**config.mk**
```make
export PLATFORM = sky130hd
export DESIGN_NAME = dlf_config_top
export DESIGN_NICKNAME = d
export VERILOG_FILES = /design/src/design/dlf_pkg.sv /design/src/design/dlf_cfg_if.sv /design/src/design/dlf_byte_store.sv /design/src/design/dlf_loop_select.sv /design/src/design/dlf_config_top.sv
export SDC_FILE = /design/constraint.sdc
export NUM_CORES = 1
export LEC_CHECK = 0
export BUFFER_PORTS_ARGS = -buffer_cell sky130_fd_sc_hd__buf_4
export CAP_MARGIN = 10
export CORE_ASPECT_RATIO = 1.4
export CORE_MARGIN = 5
export CORE_UTILIZATION = 25
export CTS_CLUSTER_SIZE = 16
export DETAILED_ROUTE_END_ITERATION = 10
export GPL_TIMING_DRIVEN = 0
export PLACE_DENSITY_LB_ADDON = 0.25
export SLEW_MARGIN = 20
export SYNTH_ARGS = -nofsm -noshare
export SYNTH_HDL_FRONTEND = slang
export SYNTH_SLANG_ARGS = --single-unit
```
**constraint.sdc**
```tcl
create_clock -name sys_clk -period 6.9 [get_ports sys_clk]
set_input_delay 1.38 -clock sys_clk [delete_from_list [all_inputs] [get_ports sys_clk]]
set_output_delay 1.38 -clock sys_clk [all_outputs]
set_load 0.03 [all_outputs]
```
**src/design/dlf_pkg.sv**
```systemverilog
// Constants, field layout and decoders of the loop feedback configuration bank
// Assumes byte registers reached by a 16-bit address from the serial port
`default_nettype none

package dlf_pkg;

    localparam int NUM_REGS = 21;
    localparam int ADDR_W   = 16;
    localparam int IDX_W    = 5;
    localparam int BW_W     = 4;
    localparam int DAMP_W   = 3;
    localparam int GAIN_W   = 2;

    localparam logic [23:0] RST_DIVIDER  = 24'h070000;
    localparam logic [3:0]  RST_BW       = 4'h7;
    localparam logic [2:0]  RST_DAMP     = 3'h3;
    localparam logic [1:0]  RST_GAIN     = 2'h1;
    localparam logic [7:0]  RST_FIXED_FF = 8'hff;
    localparam logic [7:0]  RST_FIXED_01 = 8'h01;
    localparam logic [7:0]  RST_SLOPE    = 8'h00;
    localparam logic [7:0]  RST_LOCK_WIN = 8'h3f;
    localparam logic [8:0]  RST_DSM_INT  = 9'h02d;
    localparam logic [20:0] RST_DSM_FRAC = 21'h000000;
    localparam logic [7:0]  RST_DITHER   = 8'hd0;
    localparam logic [3:0]  BW_MIN_CODE  = 4'h3;
    localparam logic [3:0]  BW_MAX_CODE  = 4'hb;

    // Byte index of each register in the store
    localparam logic [IDX_W-1:0] IDX_REF0_H = 5'h00;
    localparam logic [IDX_W-1:0] IDX_REF0_M = 5'h01;
    localparam logic [IDX_W-1:0] IDX_REF0_L = 5'h02;
    localparam logic [IDX_W-1:0] IDX_REF1_H = 5'h03;
    localparam logic [IDX_W-1:0] IDX_REF1_M = 5'h04;
    localparam logic [IDX_W-1:0] IDX_REF1_L = 5'h05;
    localparam logic [IDX_W-1:0] IDX_BW     = 5'h06;
    localparam logic [IDX_W-1:0] IDX_DAMP   = 5'h07;
    localparam logic [IDX_W-1:0] IDX_FIX_A  = 5'h08;
    localparam logic [IDX_W-1:0] IDX_SLOPE  = 5'h0c;
    localparam logic [IDX_W-1:0] IDX_LOCK   = 5'h0d;
    localparam logic [IDX_W-1:0] IDX_INT_H  = 5'h0e;
    localparam logic [IDX_W-1:0] IDX_INT_L  = 5'h0f;
    localparam logic [IDX_W-1:0] IDX_FRAC_H = 5'h10;
    localparam logic [IDX_W-1:0] IDX_FRAC_M = 5'h11;
    localparam logic [IDX_W-1:0] IDX_FRAC_L = 5'h12;
    localparam logic [IDX_W-1:0] IDX_FIX_E  = 5'h13;
    localparam logic [IDX_W-1:0] IDX_DITHER = 5'h14;

    localparam logic [ADDR_W-1:0] REG_OFFSETS [NUM_REGS] = '{
        16'h0017, 16'h0018, 16'h0019, 16'h001a, 16'h001b, 16'h001c, 16'h0023,
        16'h0024, 16'h002b, 16'h002c, 16'h002d, 16'h002e, 16'h002f, 16'h0030,
        16'h0031, 16'h0032, 16'h0033, 16'h0034, 16'h0035, 16'h0037, 16'h003a};

    localparam logic [7:0] REG_RESETS [NUM_REGS] = '{
        RST_DIVIDER[23:16], RST_DIVIDER[15:8], RST_DIVIDER[7:0],
        RST_DIVIDER[23:16], RST_DIVIDER[15:8], RST_DIVIDER[7:0],
        {RST_BW, RST_BW}, {RST_DAMP, RST_DAMP, RST_GAIN},
        RST_FIXED_FF, RST_FIXED_FF, RST_FIXED_FF, RST_FIXED_FF,
        RST_SLOPE, RST_LOCK_WIN, {7'h00, RST_DSM_INT[8]}, RST_DSM_INT[7:0],
        {3'h0, RST_DSM_FRAC[20:16]}, RST_DSM_FRAC[15:8], RST_DSM_FRAC[7:0],
        RST_FIXED_01, RST_DITHER};

    // Reserved bits are not stored and read back as zero
    localparam logic [7:0] REG_WMASKS [NUM_REGS] = '{
        8'hff, 8'hff, 8'hff, 8'hff, 8'hff, 8'hff, 8'hff, 8'hff, 8'hff, 8'hff, 8'hff,
        8'hff, 8'hdb, 8'hff, 8'h01, 8'hff, 8'h1f, 8'hff, 8'hff, 8'hff, 8'hf7};

    localparam int BW_LCK_LSB   = 4;
    localparam int BW_ACQ_LSB   = 0;
    localparam int DAMP_LCK_LSB = 5;
    localparam int DAMP_ACQ_LSB = 2;
    localparam int GAIN_LSB     = 0;
    localparam int SLOPE_LSB    = 6;
    localparam int HOLD_LSB     = 3;
    localparam int HOLDAVG_BIT  = 1;
    localparam int QUICK_BIT    = 0;
    localparam int ORD_LSB      = 6;
    localparam int DCXO_LSB     = 4;
    localparam int DITH_LSB     = 0;

    typedef enum logic [2:0] {
        DLF_DAMP_RSVD0 = 3'h0, DLF_DAMP_1 = 3'h1, DLF_DAMP_2 = 3'h2, DLF_DAMP_5 = 3'h3,
        DLF_DAMP_10 = 3'h4, DLF_DAMP_20 = 3'h5, DLF_DAMP_RSVD6 = 3'h6, DLF_DAMP_RSVD7 = 3'h7
    } dlf_damp_t;

    typedef enum logic [1:0] {
        DLF_GAIN_HALF = 2'h0, DLF_GAIN_ONE = 2'h1, DLF_GAIN_ONE_HALF = 2'h2, DLF_GAIN_TWO = 2'h3
    } dlf_gain_t;

    typedef enum logic {
        DLF_MODE_LOCKED  = 1'b0,
        DLF_MODE_ACQUIRE = 1'b1
    } dlf_mode_t;

    function automatic logic [IDX_W:0] dlf_reg_lookup(input logic [ADDR_W-1:0] addr);
        logic [IDX_W:0] res;
        res = '0;
        for (int i = 0; i < NUM_REGS; i++)
        begin
            if (REG_OFFSETS[i] == addr)
            begin
                res = {1'b1, IDX_W'(i)};
            end
        end
        return res;
    endfunction

    function automatic logic dlf_bw_reserved(input logic [BW_W-1:0] code);
        return (code < BW_MIN_CODE) || (code > BW_MAX_CODE);
    endfunction

    function automatic logic dlf_damp_reserved(input logic [DAMP_W-1:0] code);
        return (code == DLF_DAMP_RSVD0) || (code > DLF_DAMP_20);
    endfunction

endpackage

`default_nettype wire

```
**src/design/dlf_cfg_if.sv**
```systemverilog
// Carrier between the top, the byte store and the loop setting selector
// Assumes all parties run on sys_clk
`default_nettype none

interface dlf_cfg_if;
    import dlf_pkg::*;

    logic              wr_en;
    logic              rd_en;
    logic [ADDR_W-1:0] addr;
    logic [7:0]        wdata;
    logic [7:0]        rdata;
    logic [7:0]        bytes [NUM_REGS];
    logic [BW_W-1:0]   lck_bw;
    logic [BW_W-1:0]   acq_bw;
    logic [DAMP_W-1:0] lck_damp;
    logic [DAMP_W-1:0] acq_damp;
    logic              quick;
    logic              locked;
    logic [BW_W-1:0]   act_bw;
    logic [BW_W-1:0]   act_exp;
    dlf_damp_t         act_damp;
    logic              bw_bad;
    logic              damp_bad;
    dlf_mode_t         mode;

    modport store (input wr_en, rd_en, addr, wdata, output rdata, bytes);
    modport sel (input lck_bw, acq_bw, lck_damp, acq_damp, quick, locked,
                 output act_bw, act_exp, act_damp, bw_bad, damp_bad, mode);
endinterface

`default_nettype wire

```
**src/design/dlf_byte_store.sv**
```systemverilog
// Byte register store with masked writes and a registered read port
// Assumes one access address per cycle shared by read and write
`default_nettype none

module dlf_byte_store
    import dlf_pkg::*;
#(
    parameter int N = NUM_REGS
)
(
    input  wire logic sys_clk,
    input  wire logic rst,
    dlf_cfg_if.store  bus
);

    if (N != NUM_REGS)
    begin : g_chk_n
        $error("dlf_byte_store: N must equal the register count");
    end

    logic [7:0]     mem_reg [N];
    logic [7:0]     mem_next [N];
    logic [7:0]     rdata_reg;
    logic [7:0]     rdata_next;
    logic [IDX_W:0] hit;

    always_comb
    begin
        hit        = dlf_reg_lookup(bus.addr);
        mem_next   = mem_reg;
        rdata_next = rdata_reg;
        if (bus.wr_en && hit[IDX_W])
        begin
            mem_next[hit[IDX_W-1:0]] = bus.wdata & REG_WMASKS[hit[IDX_W-1:0]];
        end
        // A read in the same cycle as a write returns the old value
        if (bus.rd_en)
        begin
            rdata_next = hit[IDX_W] ? mem_reg[hit[IDX_W-1:0]] : 8'h00;
        end
    end

    always_ff @(posedge sys_clk or posedge rst)
    begin
        if (rst)
        begin
            for (int i = 0; i < N; i++)
            begin
                mem_reg[i] <= REG_RESETS[i];
            end
            rdata_reg <= 8'h00;
        end
        else
        begin
            mem_reg   <= mem_next;
            rdata_reg <= rdata_next;
        end
    end

    assign bus.rdata = rdata_reg;
    assign bus.bytes = mem_reg;

endmodule

`default_nettype wire

```
**src/design/dlf_loop_select.sv**
```systemverilog
// Picks the bandwidth and damping that the loop filter applies
// Assumes phase lock status is synchronous to sys_clk
`default_nettype none

module dlf_loop_select
    import dlf_pkg::*;
(
    input  wire logic sys_clk,
    input  wire logic rst,
    dlf_cfg_if.sel    sel
);

    dlf_mode_t       mode_reg,     mode_next;
    logic [BW_W-1:0] bw_reg,       bw_next;
    logic [BW_W-1:0] exp_reg,      exp_next;
    dlf_damp_t       damp_reg,     damp_next;
    logic            bw_bad_reg,   bw_bad_next;
    logic            damp_bad_reg, damp_bad_next;

    always_comb
    begin
        mode_next = (sel.quick && !sel.locked) ? DLF_MODE_ACQUIRE : DLF_MODE_LOCKED;
        unique case (mode_next)
            DLF_MODE_LOCKED:
            begin
                bw_next   = sel.lck_bw;
                damp_next = dlf_damp_t'(sel.lck_damp);
            end
            DLF_MODE_ACQUIRE:
            begin
                bw_next   = sel.acq_bw;
                damp_next = dlf_damp_t'(sel.acq_damp);
            end
        endcase
        bw_bad_next   = dlf_bw_reserved(bw_next);
        damp_bad_next = dlf_damp_reserved(damp_next);
        // Exponent n means 1.40625 Hz times two to the n
        exp_next      = bw_bad_next ? 4'h0 : bw_next - BW_MIN_CODE;
    end

    always_ff @(posedge sys_clk or posedge rst)
    begin
        if (rst)
        begin
            mode_reg     <= DLF_MODE_LOCKED;
            bw_reg       <= RST_BW;
            exp_reg      <= RST_BW - BW_MIN_CODE;
            damp_reg     <= dlf_damp_t'(RST_DAMP);
            bw_bad_reg   <= 1'b0;
            damp_bad_reg <= 1'b0;
        end
        else
        begin
            mode_reg     <= mode_next;
            bw_reg       <= bw_next;
            exp_reg      <= exp_next;
            damp_reg     <= damp_next;
            bw_bad_reg   <= bw_bad_next;
            damp_bad_reg <= damp_bad_next;
        end
    end

    assign sel.mode     = mode_reg;
    assign sel.act_bw   = bw_reg;
    assign sel.act_exp  = exp_reg;
    assign sel.act_damp = damp_reg;
    assign sel.bw_bad   = bw_bad_reg;
    assign sel.damp_bad = damp_bad_reg;

endmodule

`default_nettype wire

```
**src/design/dlf_config_top.sv**
```systemverilog
// Feedback and loop filter configuration bank of the first digital PLL
// Assumes the serial port front end hands over decoded byte accesses
// synchronous to sys_clk; field ports come straight from the byte store, while the active ratio and loop settings pass one register stage
`default_nettype none

// Overview of operation
// - Ref 0 divider ratio, 24 bits, resets 070000h
// - Ref 1 divider ratio, 24 bits, resets 070000h
// - Locked bandwidth code, doubling from 1.40625Hz
// - Acquisition bandwidth code, same mapping, default 0111
// - Locked damping code, 1 to 20, default 011
// - Acquisition damping code, same mapping, default 011
// - Loop filter gain code 0.5 to 2, default 01
// - Quick acquire uses acquisition settings until lock
module dlf_config_top
    import dlf_pkg::*;
(
    input  wire logic        sys_clk,
    input  wire logic        rst,
    input  wire logic        cfg_wr_en,
    input  wire logic        cfg_rd_en,
    input  wire logic [15:0] cfg_addr,
    input  wire logic [7:0]  cfg_wdata,
    input  wire logic        ref_select,
    input  wire logic        phase_locked,
    output logic      [7:0]  cfg_rdata,
    output logic             cfg_rd_valid,
    output logic      [23:0] ref0_feedback_ratio,
    output logic      [23:0] ref1_feedback_ratio,
    output logic      [23:0] active_feedback_ratio,
    output logic      [3:0]  locked_bandwidth_field,
    output logic      [3:0]  acquisition_bandwidth_field,
    output logic      [2:0]  locked_damping_field,
    output logic      [2:0]  acquisition_damping_field,
    output logic      [1:0]  loop_filter_gain_field,
    output logic             quick_acquire_enable,
    output logic      [3:0]  active_bandwidth_code,
    output logic      [3:0]  active_bandwidth_exp,
    output logic      [2:0]  active_damping_code,
    output logic             bandwidth_code_reserved,
    output logic             damping_code_reserved,
    output logic             acquire_mode,
    output logic      [1:0]  phase_slope_limit,
    output logic      [1:0]  holdover_average_mode,
    output logic             holdover_average_enable,
    output logic      [7:0]  lock_window_field,
    output logic      [8:0]  modulator_integer_part,
    output logic      [20:0] modulator_fraction_part,
    output logic      [1:0]  modulator_order_field,
    output logic      [1:0]  oscillator_error_gain,
    output logic      [2:0]  dither_gain_field
);

    dlf_cfg_if cfg_bus ();

    logic [23:0] active_ratio_reg;
    logic [23:0] active_ratio_next;
    logic        rd_valid_reg;
    logic        rd_valid_next;

    dlf_byte_store #(
        .N (NUM_REGS)
    ) u_store (
        .sys_clk (sys_clk),
        .rst     (rst),
        .bus     (cfg_bus)
    );

    dlf_loop_select u_select (
        .sys_clk (sys_clk),
        .rst     (rst),
        .sel     (cfg_bus)
    );

    assign cfg_bus.wr_en = cfg_wr_en;
    assign cfg_bus.rd_en = cfg_rd_en;
    assign cfg_bus.addr  = cfg_addr;
    assign cfg_bus.wdata = cfg_wdata;

    // Selector sees the stored codes and the live lock status
    assign cfg_bus.lck_bw   = cfg_bus.bytes[IDX_BW][BW_LCK_LSB +: BW_W];
    assign cfg_bus.acq_bw   = cfg_bus.bytes[IDX_BW][BW_ACQ_LSB +: BW_W];
    assign cfg_bus.lck_damp = cfg_bus.bytes[IDX_DAMP][DAMP_LCK_LSB +: DAMP_W];
    assign cfg_bus.acq_damp = cfg_bus.bytes[IDX_DAMP][DAMP_ACQ_LSB +: DAMP_W];
    assign cfg_bus.quick    = cfg_bus.bytes[IDX_SLOPE][QUICK_BIT];
    assign cfg_bus.locked   = phase_locked;

    // The ratio follows the reference choice and each byte write one cycle
    // later, so the divider sees a mix of old and new bytes mid-write
    always_comb
    begin
        rd_valid_next     = cfg_rd_en;
        active_ratio_next = ref_select ? ref1_feedback_ratio : ref0_feedback_ratio;
    end

    always_ff @(posedge sys_clk or posedge rst)
    begin
        if (rst)
        begin
            rd_valid_reg     <= 1'b0;
            active_ratio_reg <= RST_DIVIDER;
        end
        else
        begin
            rd_valid_reg     <= rd_valid_next;
            active_ratio_reg <= active_ratio_next;
        end
    end

    assign cfg_rdata             = cfg_bus.rdata;
    assign cfg_rd_valid          = rd_valid_reg;
    assign active_feedback_ratio = active_ratio_reg;

    assign ref0_feedback_ratio = {cfg_bus.bytes[IDX_REF0_H],
                                  cfg_bus.bytes[IDX_REF0_M],
                                  cfg_bus.bytes[IDX_REF0_L]};
    assign ref1_feedback_ratio = {cfg_bus.bytes[IDX_REF1_H],
                                  cfg_bus.bytes[IDX_REF1_M],
                                  cfg_bus.bytes[IDX_REF1_L]};

    assign locked_bandwidth_field      = cfg_bus.lck_bw;
    assign acquisition_bandwidth_field = cfg_bus.acq_bw;
    assign locked_damping_field        = cfg_bus.lck_damp;
    assign acquisition_damping_field   = cfg_bus.acq_damp;
    assign loop_filter_gain_field      = cfg_bus.bytes[IDX_DAMP][GAIN_LSB +: GAIN_W];
    assign quick_acquire_enable        = cfg_bus.quick;

    assign active_bandwidth_code   = cfg_bus.act_bw;
    assign active_bandwidth_exp    = cfg_bus.act_exp;
    assign active_damping_code     = cfg_bus.act_damp;
    assign bandwidth_code_reserved = cfg_bus.bw_bad;
    assign damping_code_reserved   = cfg_bus.damp_bad;
    assign acquire_mode            = (cfg_bus.mode == DLF_MODE_ACQUIRE);

    assign phase_slope_limit       = cfg_bus.bytes[IDX_SLOPE][SLOPE_LSB +: 2];
    assign holdover_average_mode   = cfg_bus.bytes[IDX_SLOPE][HOLD_LSB +: 2];
    assign holdover_average_enable = cfg_bus.bytes[IDX_SLOPE][HOLDAVG_BIT];
    assign lock_window_field       = cfg_bus.bytes[IDX_LOCK];
    assign modulator_integer_part  = {cfg_bus.bytes[IDX_INT_H][0],
                                      cfg_bus.bytes[IDX_INT_L]};
    assign modulator_fraction_part = {cfg_bus.bytes[IDX_FRAC_H][4:0],
                                      cfg_bus.bytes[IDX_FRAC_M],
                                      cfg_bus.bytes[IDX_FRAC_L]};
    assign modulator_order_field   = cfg_bus.bytes[IDX_DITHER][ORD_LSB +: 2];
    assign oscillator_error_gain   = cfg_bus.bytes[IDX_DITHER][DCXO_LSB +: 2];
    assign dither_gain_field       = cfg_bus.bytes[IDX_DITHER][DITH_LSB +: 3];

    // Checks

    logic [IDX_W:0]   chk_lookup;
    logic             chk_wr;
    logic [IDX_W-1:0] chk_idx;

    assign chk_lookup = dlf_reg_lookup(cfg_addr);
    assign chk_wr     = cfg_wr_en && chk_lookup[IDX_W];
    assign chk_idx    = chk_lookup[IDX_W-1:0];
endmodule

`default_nettype wire

```
# Yosys cells after proc, flatten, opt, wreduce, memory -nomap -nowiden
# Memories as Yosys holds them, arrays and structs flattened.
# Index checks and enable logic that the tools add are counted.
[classes] mux=35 bitwise=3 order_cmp=5 reduce_logical=7 addsub=1 n_eq_ne=21
[ops] op="equality test 6 x 16 -> 1 bit (first input constant)" count=15
[ops] op="bitwise mux 168 bit" count=1
[ops] op="2-to-1 mux 6 bit" count=21
[ops] op="equality test 5 x 16 -> 1 bit (first input constant)" count=6
[ops] op="2-to-1 mux 8 bit" count=6
[ops] op="binary-select mux 8 bit (select 5 bit)" count=1
[ops] op="demux 8 bit (select 5 bit)" count=1
[ops] op="2-to-1 mux 24 bit" count=1
[ops] op="AND 8 bit" count=1
[ops] op="one-hot mux 4 bit (2 select lines)" count=1
[ops] op=">= comparator 6 bit (second input constant)" count=1
[ops] op="less-than comparator 6 x 1 -> 1 bit (second input constant)" count=1
[ops] op="inverter 5 -> 6 bit" count=1
[ops] op="one-hot mux 3 bit (2 select lines)" count=1
[ops] op="> comparator 4 bit (second input constant)" count=1
[ops] op="less-than comparator 4 x 2 -> 1 bit (second input constant)" count=1
[ops] op="2-to-1 mux 4 bit" count=1
[ops] op="subtractor 4 x 2 -> 4 bit (second input constant)" count=1
[ops] op="> comparator 3 bit (second input constant)" count=1
[ops] op="logical AND 1 bit" count=3
[ops] op="zero test 3 bit" count=1
[ops] op="logical OR 1 bit" count=2
[ops] op="zero test 1 bit" count=1
[ops] op="2-to-1 mux 1 bit" count=1
[ops] op="inverter 1 bit" count=1
[totals] regBits=215 memories=1 romBits=256 output_inout_bits=162 wordCells=103 in_bits=30
[mem_list] name="(name not given)" depth=32 width=8 read_ports=1 rd_ports_with_merged_regs=0 write_ports=0 line="dlf_byte_store.sv:34" source="mem_next[hit[IDX_W-1:0]] = bus.wdata & REG_WMASKS[hit[IDX_W-1:0]];"

# Depth between registers and ports, before layout
[logic_depth] word_depth=28 depth_mapped=12 depth_no_buf=7

# Cells and area by module
# From an unflattened synthesis, not the netlist that was laid out.
[hier_totals] hier_cells=984 hier_area_um2=10303.6
[by_module_without_submodules] mod="dlf_byte_store" instances=1 area_each_um2=8643.3 seq_area_each_um2=4483.0 cells_per_inst=883
[by_module_without_submodules] mod="dlf_config_top" instances=1 area_each_um2=1029.7 seq_area_each_um2=629.4 cells_per_inst=53
[by_module_without_submodules] mod="dlf_loop_select" instances=1 area_each_um2=630.6 seq_area_each_um2=357.8 cells_per_inst=48

# Worst setup path after synthesis
# OpenSTA, ideal clock, no wires.
[synth_path] path_kind="input port to flip-flop" start="input cfg_addr[7]" end="register u_store.rdata_reg[7] (netlist: u_store.bus.rdata[7])" path_stages=9 required_ps=6761 path_slack_ps=3254 arrival_ps=3508 setup_time_ps=139 n_path_buf=2 cell_sequence="nor4b_4 or3b_4 a211o_1 buf_6 nand2_4 buf_12 mux4_2 a221oi_1 o32ai_1"
[synth_via] elab_chain_len=26 elab_cells_between_ends=47 classes_between="eq/ne: 21; mux: 25; bitwise: 1"
[synth_rtl] element="from (decl)" line="dlf_config_top.sv:22" source="input wire logic [15:0] cfg_addr,"
[synth_rtl] element="equality test 5 x 16 -> 1 bit" line="dlf_pkg.sv:99" source="if (REG_OFFSETS[i] == addr)"
[synth_rtl] element="2-to-1 mux 6 bit (19 in a row)" line="dlf_pkg.sv:99"
[synth_rtl] element="2-to-1 mux 6 bit (*)" line="dlf_pkg.sv:99"
[synth_rtl] element="inverter 5 -> 6 bit (not written as such)" line="dlf_byte_store.sv:39" source="rdata_next = hit[IDX_W] ? mem_reg[hit[IDX_W-1:0]] : 8'h00;"
[synth_rtl] element="binary-select mux 8 bit (select 5 bit)" line="dlf_byte_store.sv:39"
[synth_rtl] element="2-to-1 mux 8 bit (not written as such) (2 in a row)" line="dlf_byte_store.sv:39"
[synth_rtl] element="2-to-1 mux 8 bit (*)" line="dlf_byte_store.sv:39"
[synth_rtl] element="to (signal assigned)" line="dlf_byte_store.sv:56" source="rdata_reg <= rdata_next;"
[synth_rtl] element="to (decl)" line="dlf_byte_store.sv:23" source="logic [7:0] rdata_reg;"
# Every way passes the cells marked *; elsewhere a longest branch is shown, timed or not. The select of a mux whose other input is x is not followed.
# A chain may end at the register's enable or synchronous reset.

# Final worst setup path
[layout_path] start="input cfg_addr[9]" end="register u_store.rdata_reg[1] (netlist: u_store.bus.rdata[1])"
# The elaborated chain is that of the path after synthesis.

==> run summary <==
Final Instance Area: 0.0149 mm²
first-pass GRT wire length: 65700 µm
nets: 1336
H-Tree Depth: 1
layout cells sized above 1: 0.425
ys flop type: dfrtp_1
CTS Sinks: 215
syn avg cell area: 10.8 µm²
Filler Cell Count: 4872
ranking of synthesized cells by area: dfrtp_1 (31%), dfstp_2 (16%), buf_4 (7.7%)
hold buffers post-CTS: 0
Root Buffer: clkbuf_16
Critical R2R Launch: u_store.bus.bytes[64]
uppermost layer routed: met4
Worst Path Required: 7310 ps
clock latency on the worst-skew pair: 550 ps
critical path class: input pin to flop
Worst Skew: 32.6 ps
CP startpoint kind: input pin
sequential power share: 0.458
Post-Route Utilization: 0.322
max reg flops: 168
slew of the pin with the lowest slew margin: 1090 ps
commonest non-fill, non-tap cell in the layout: buf_4
# DRC: 0
1st-pass router iterations: 5
Num CTS Buffers: 24
post-synth top area share: 0.307
Mapped Area: 0.0117 mm²
number of setup violations in the final report: 0
count of pins over their slew limit: 0
slowest CP cell: nor3_1
Synth area leader: dfrtp_1
Hold Vio Cnt, Final: 0
largest net degree at the start of global routing: 36
vias in the first global route: 9700
crit-path leading delay family: simple AND/OR/NAND/NOR gates
Final Cycle Share: 0.633
Hold Startpoint: u_store.bus.bytes[9]
FF+latch count, synth: 215
cts repair resizes: 0
placer congestion estimate: 0.890
Setup Buffers After CTS: 0
sw frac: 0.238
area added between synthesis and finish: 27.2%
Final Critical Period: 4370 ps
dpl ws: 1990 ps
Post-DP HPWL: 35100 µm
max_cap viols: 0
Via density: 4.72
core area: 0.0461 mm²
DP Area: 0.0140 mm²
Critical Path, Cell by Cell: buf_4 > nor4_4 > and3_1 > buf_4 > o21ai_0 > nor3_1 > a32oi_1 > a41oi_1 > o31ai_1
crit end category: flop
Seq/Total Area, Yosys: 0.469
Max Fclk: 229 MHz
io pins: 192
via count: 9155
met3 WL post-DR: 2060 µm
VDD IR-drop max: 0.180 mV
DRT iter0 DRCs: 418
Worst-path clk slew: 60 ps
PD cells: 187 mW/mm²
commonest cells after routing, fill and taps aside: buf_4 (308), dfrtp_1 (143), nand2_1 (123)
Crit path largest cell delay: 890 ps
NetSw: 662 µW
drt wl/cell: 23.3 µm
Final ANT Viol Nets: 0
Int Pwr: 2120 µW
Syn Inst Count: 1083
routed length on met1: 17500 µm
GRT Total Usage: 0.173
buffer and inverter count on the worst path: 2
Comb power frac: 0.060
synth unique cells: 80
Die W: 193 µm
CTS tree: built
clock buffer depth: 3
Final Routed Wirelength: 45200 µm
Max-slew headroom: 0.276
grt ovf: 0
min-delay worst type: flop to flop
initial core utilization: 0.253
initial antenna violation count: 0
Leakage Power: 0.00652 µW
Clock Power Share: 0.482
row count: 93
met2 routed WL: 23900 µm
Yosys warnings: 0
IO buf count: 187
RSZ-0062 raised after global routing: false
die height: 266 µm
worst-path fanout max: 10
outcome: finished, final reports clean
crit path from: cfg_addr[9]
syn nets: 1114
final setup margin: 2530 ps
Async SR Flop Fraction: 1.00
Die ar.: 0.0512 mm²
overall power: 2780 µW
final setup TNS: 0 ps
Top cell by count, worst path: buf_4
CP Data Arrival Time: 4780 ps
EDFF count, synth: 0
## cell usage after synthesis (7+ instances only)
library cell and n:
o21ai_0 111, a32oi_1 8, nand3_1 7, nor3_1 7, nand2_1 123, nand2b_1 8, dfstp_2 72, buf_2 18
a221oi_1 32, mux2i_1 40, inv_1 60, o21ai_1 12, clkbuf_1 41, mux2_2 61, dfrtp_1 143, a41oi_1 8
mux4_2 8, a211oi_1 48, buf_6 7, and2_1 9, buf_4 119, a2111oi_0 25
## area by class of cell
cell class              count  area [µm²]  share of cell area
inverters                  60         229              0.0154
diodes                      1        2.50            0.000169
plain buffers             191        1270              0.0856
clock buffers              38         683              0.0460
well taps                 617         772              0.0520
flip-flops and latches    215        5470               0.368
multi-input cells         617        4730               0.318
clock inverters             6         123             0.00826
repair buffers            196        1570               0.106
## power by group through the flow
stage / sequential (µW) / combinational (µW) / clock [µW]
6_report: 1270 / 167 / 1340
5_1_grt: 1270 / 180 / 1410
4_1_cts: 1270 / 170 / 1370
3_5_place_dp: 1300 / 169 / 0
3_3_place_gp: 1300 / 155 / 0
2_1_floorplan: 1310 / 70.8 / 0
## worst reg2reg max path, delay by kind of cell, from the launching register on
family | cells | cell delay, ps
DFF | 1 | 440
buffers and inverters | 1 | 540
and+or+nand+nor | 3 | 420
AOI/OAI and AO/OA | 2 | 520
adders and majority gates | 1 | 330
## final timing paths
check,cells after the start,slack (ps),to
setup / recovery,9,2530,u_store.bus.rdata[1]
hold / removal,2,480,u_store.bus.bytes[9]
setup reg to reg,7,4500,u_select.sel.act_exp[0]
hold reg to reg,2,480,u_store.bus.bytes[9]
max in group asynchronous,5,4950,u_store.bus.bytes[42]
min in group asynchronous,2,880,u_select.sel.act_exp[3]
## kinds of logic after synthesis
family | synth area share
AOI/OAI and AO/OA | 0.172
xor gates and xnor gates | 0.00150
adders and majority gates | 0.00107
buffers and inverters | 0.128
DFF | 0.469
muxes | 0.113
and+or+nand+nor | 0.115
## per-stage QoR
step	hold WS (ps)	cells
after global routing	491	1940
final	479	1941
after detailed placement	466	1896
after floorplan	444	1083
after global placement	457	1887
after CTS	483	1940
## per-layer routing
metal / global-route usage / vias up
met3: 0.0238 / 63
met4: 0.0631 / 0
met2: 0.321 / 246
li1: - / 4246
met5: 0 / -
met1: 0.199 / 4600
Note: power is estimated with default switching activity, not from simulation.
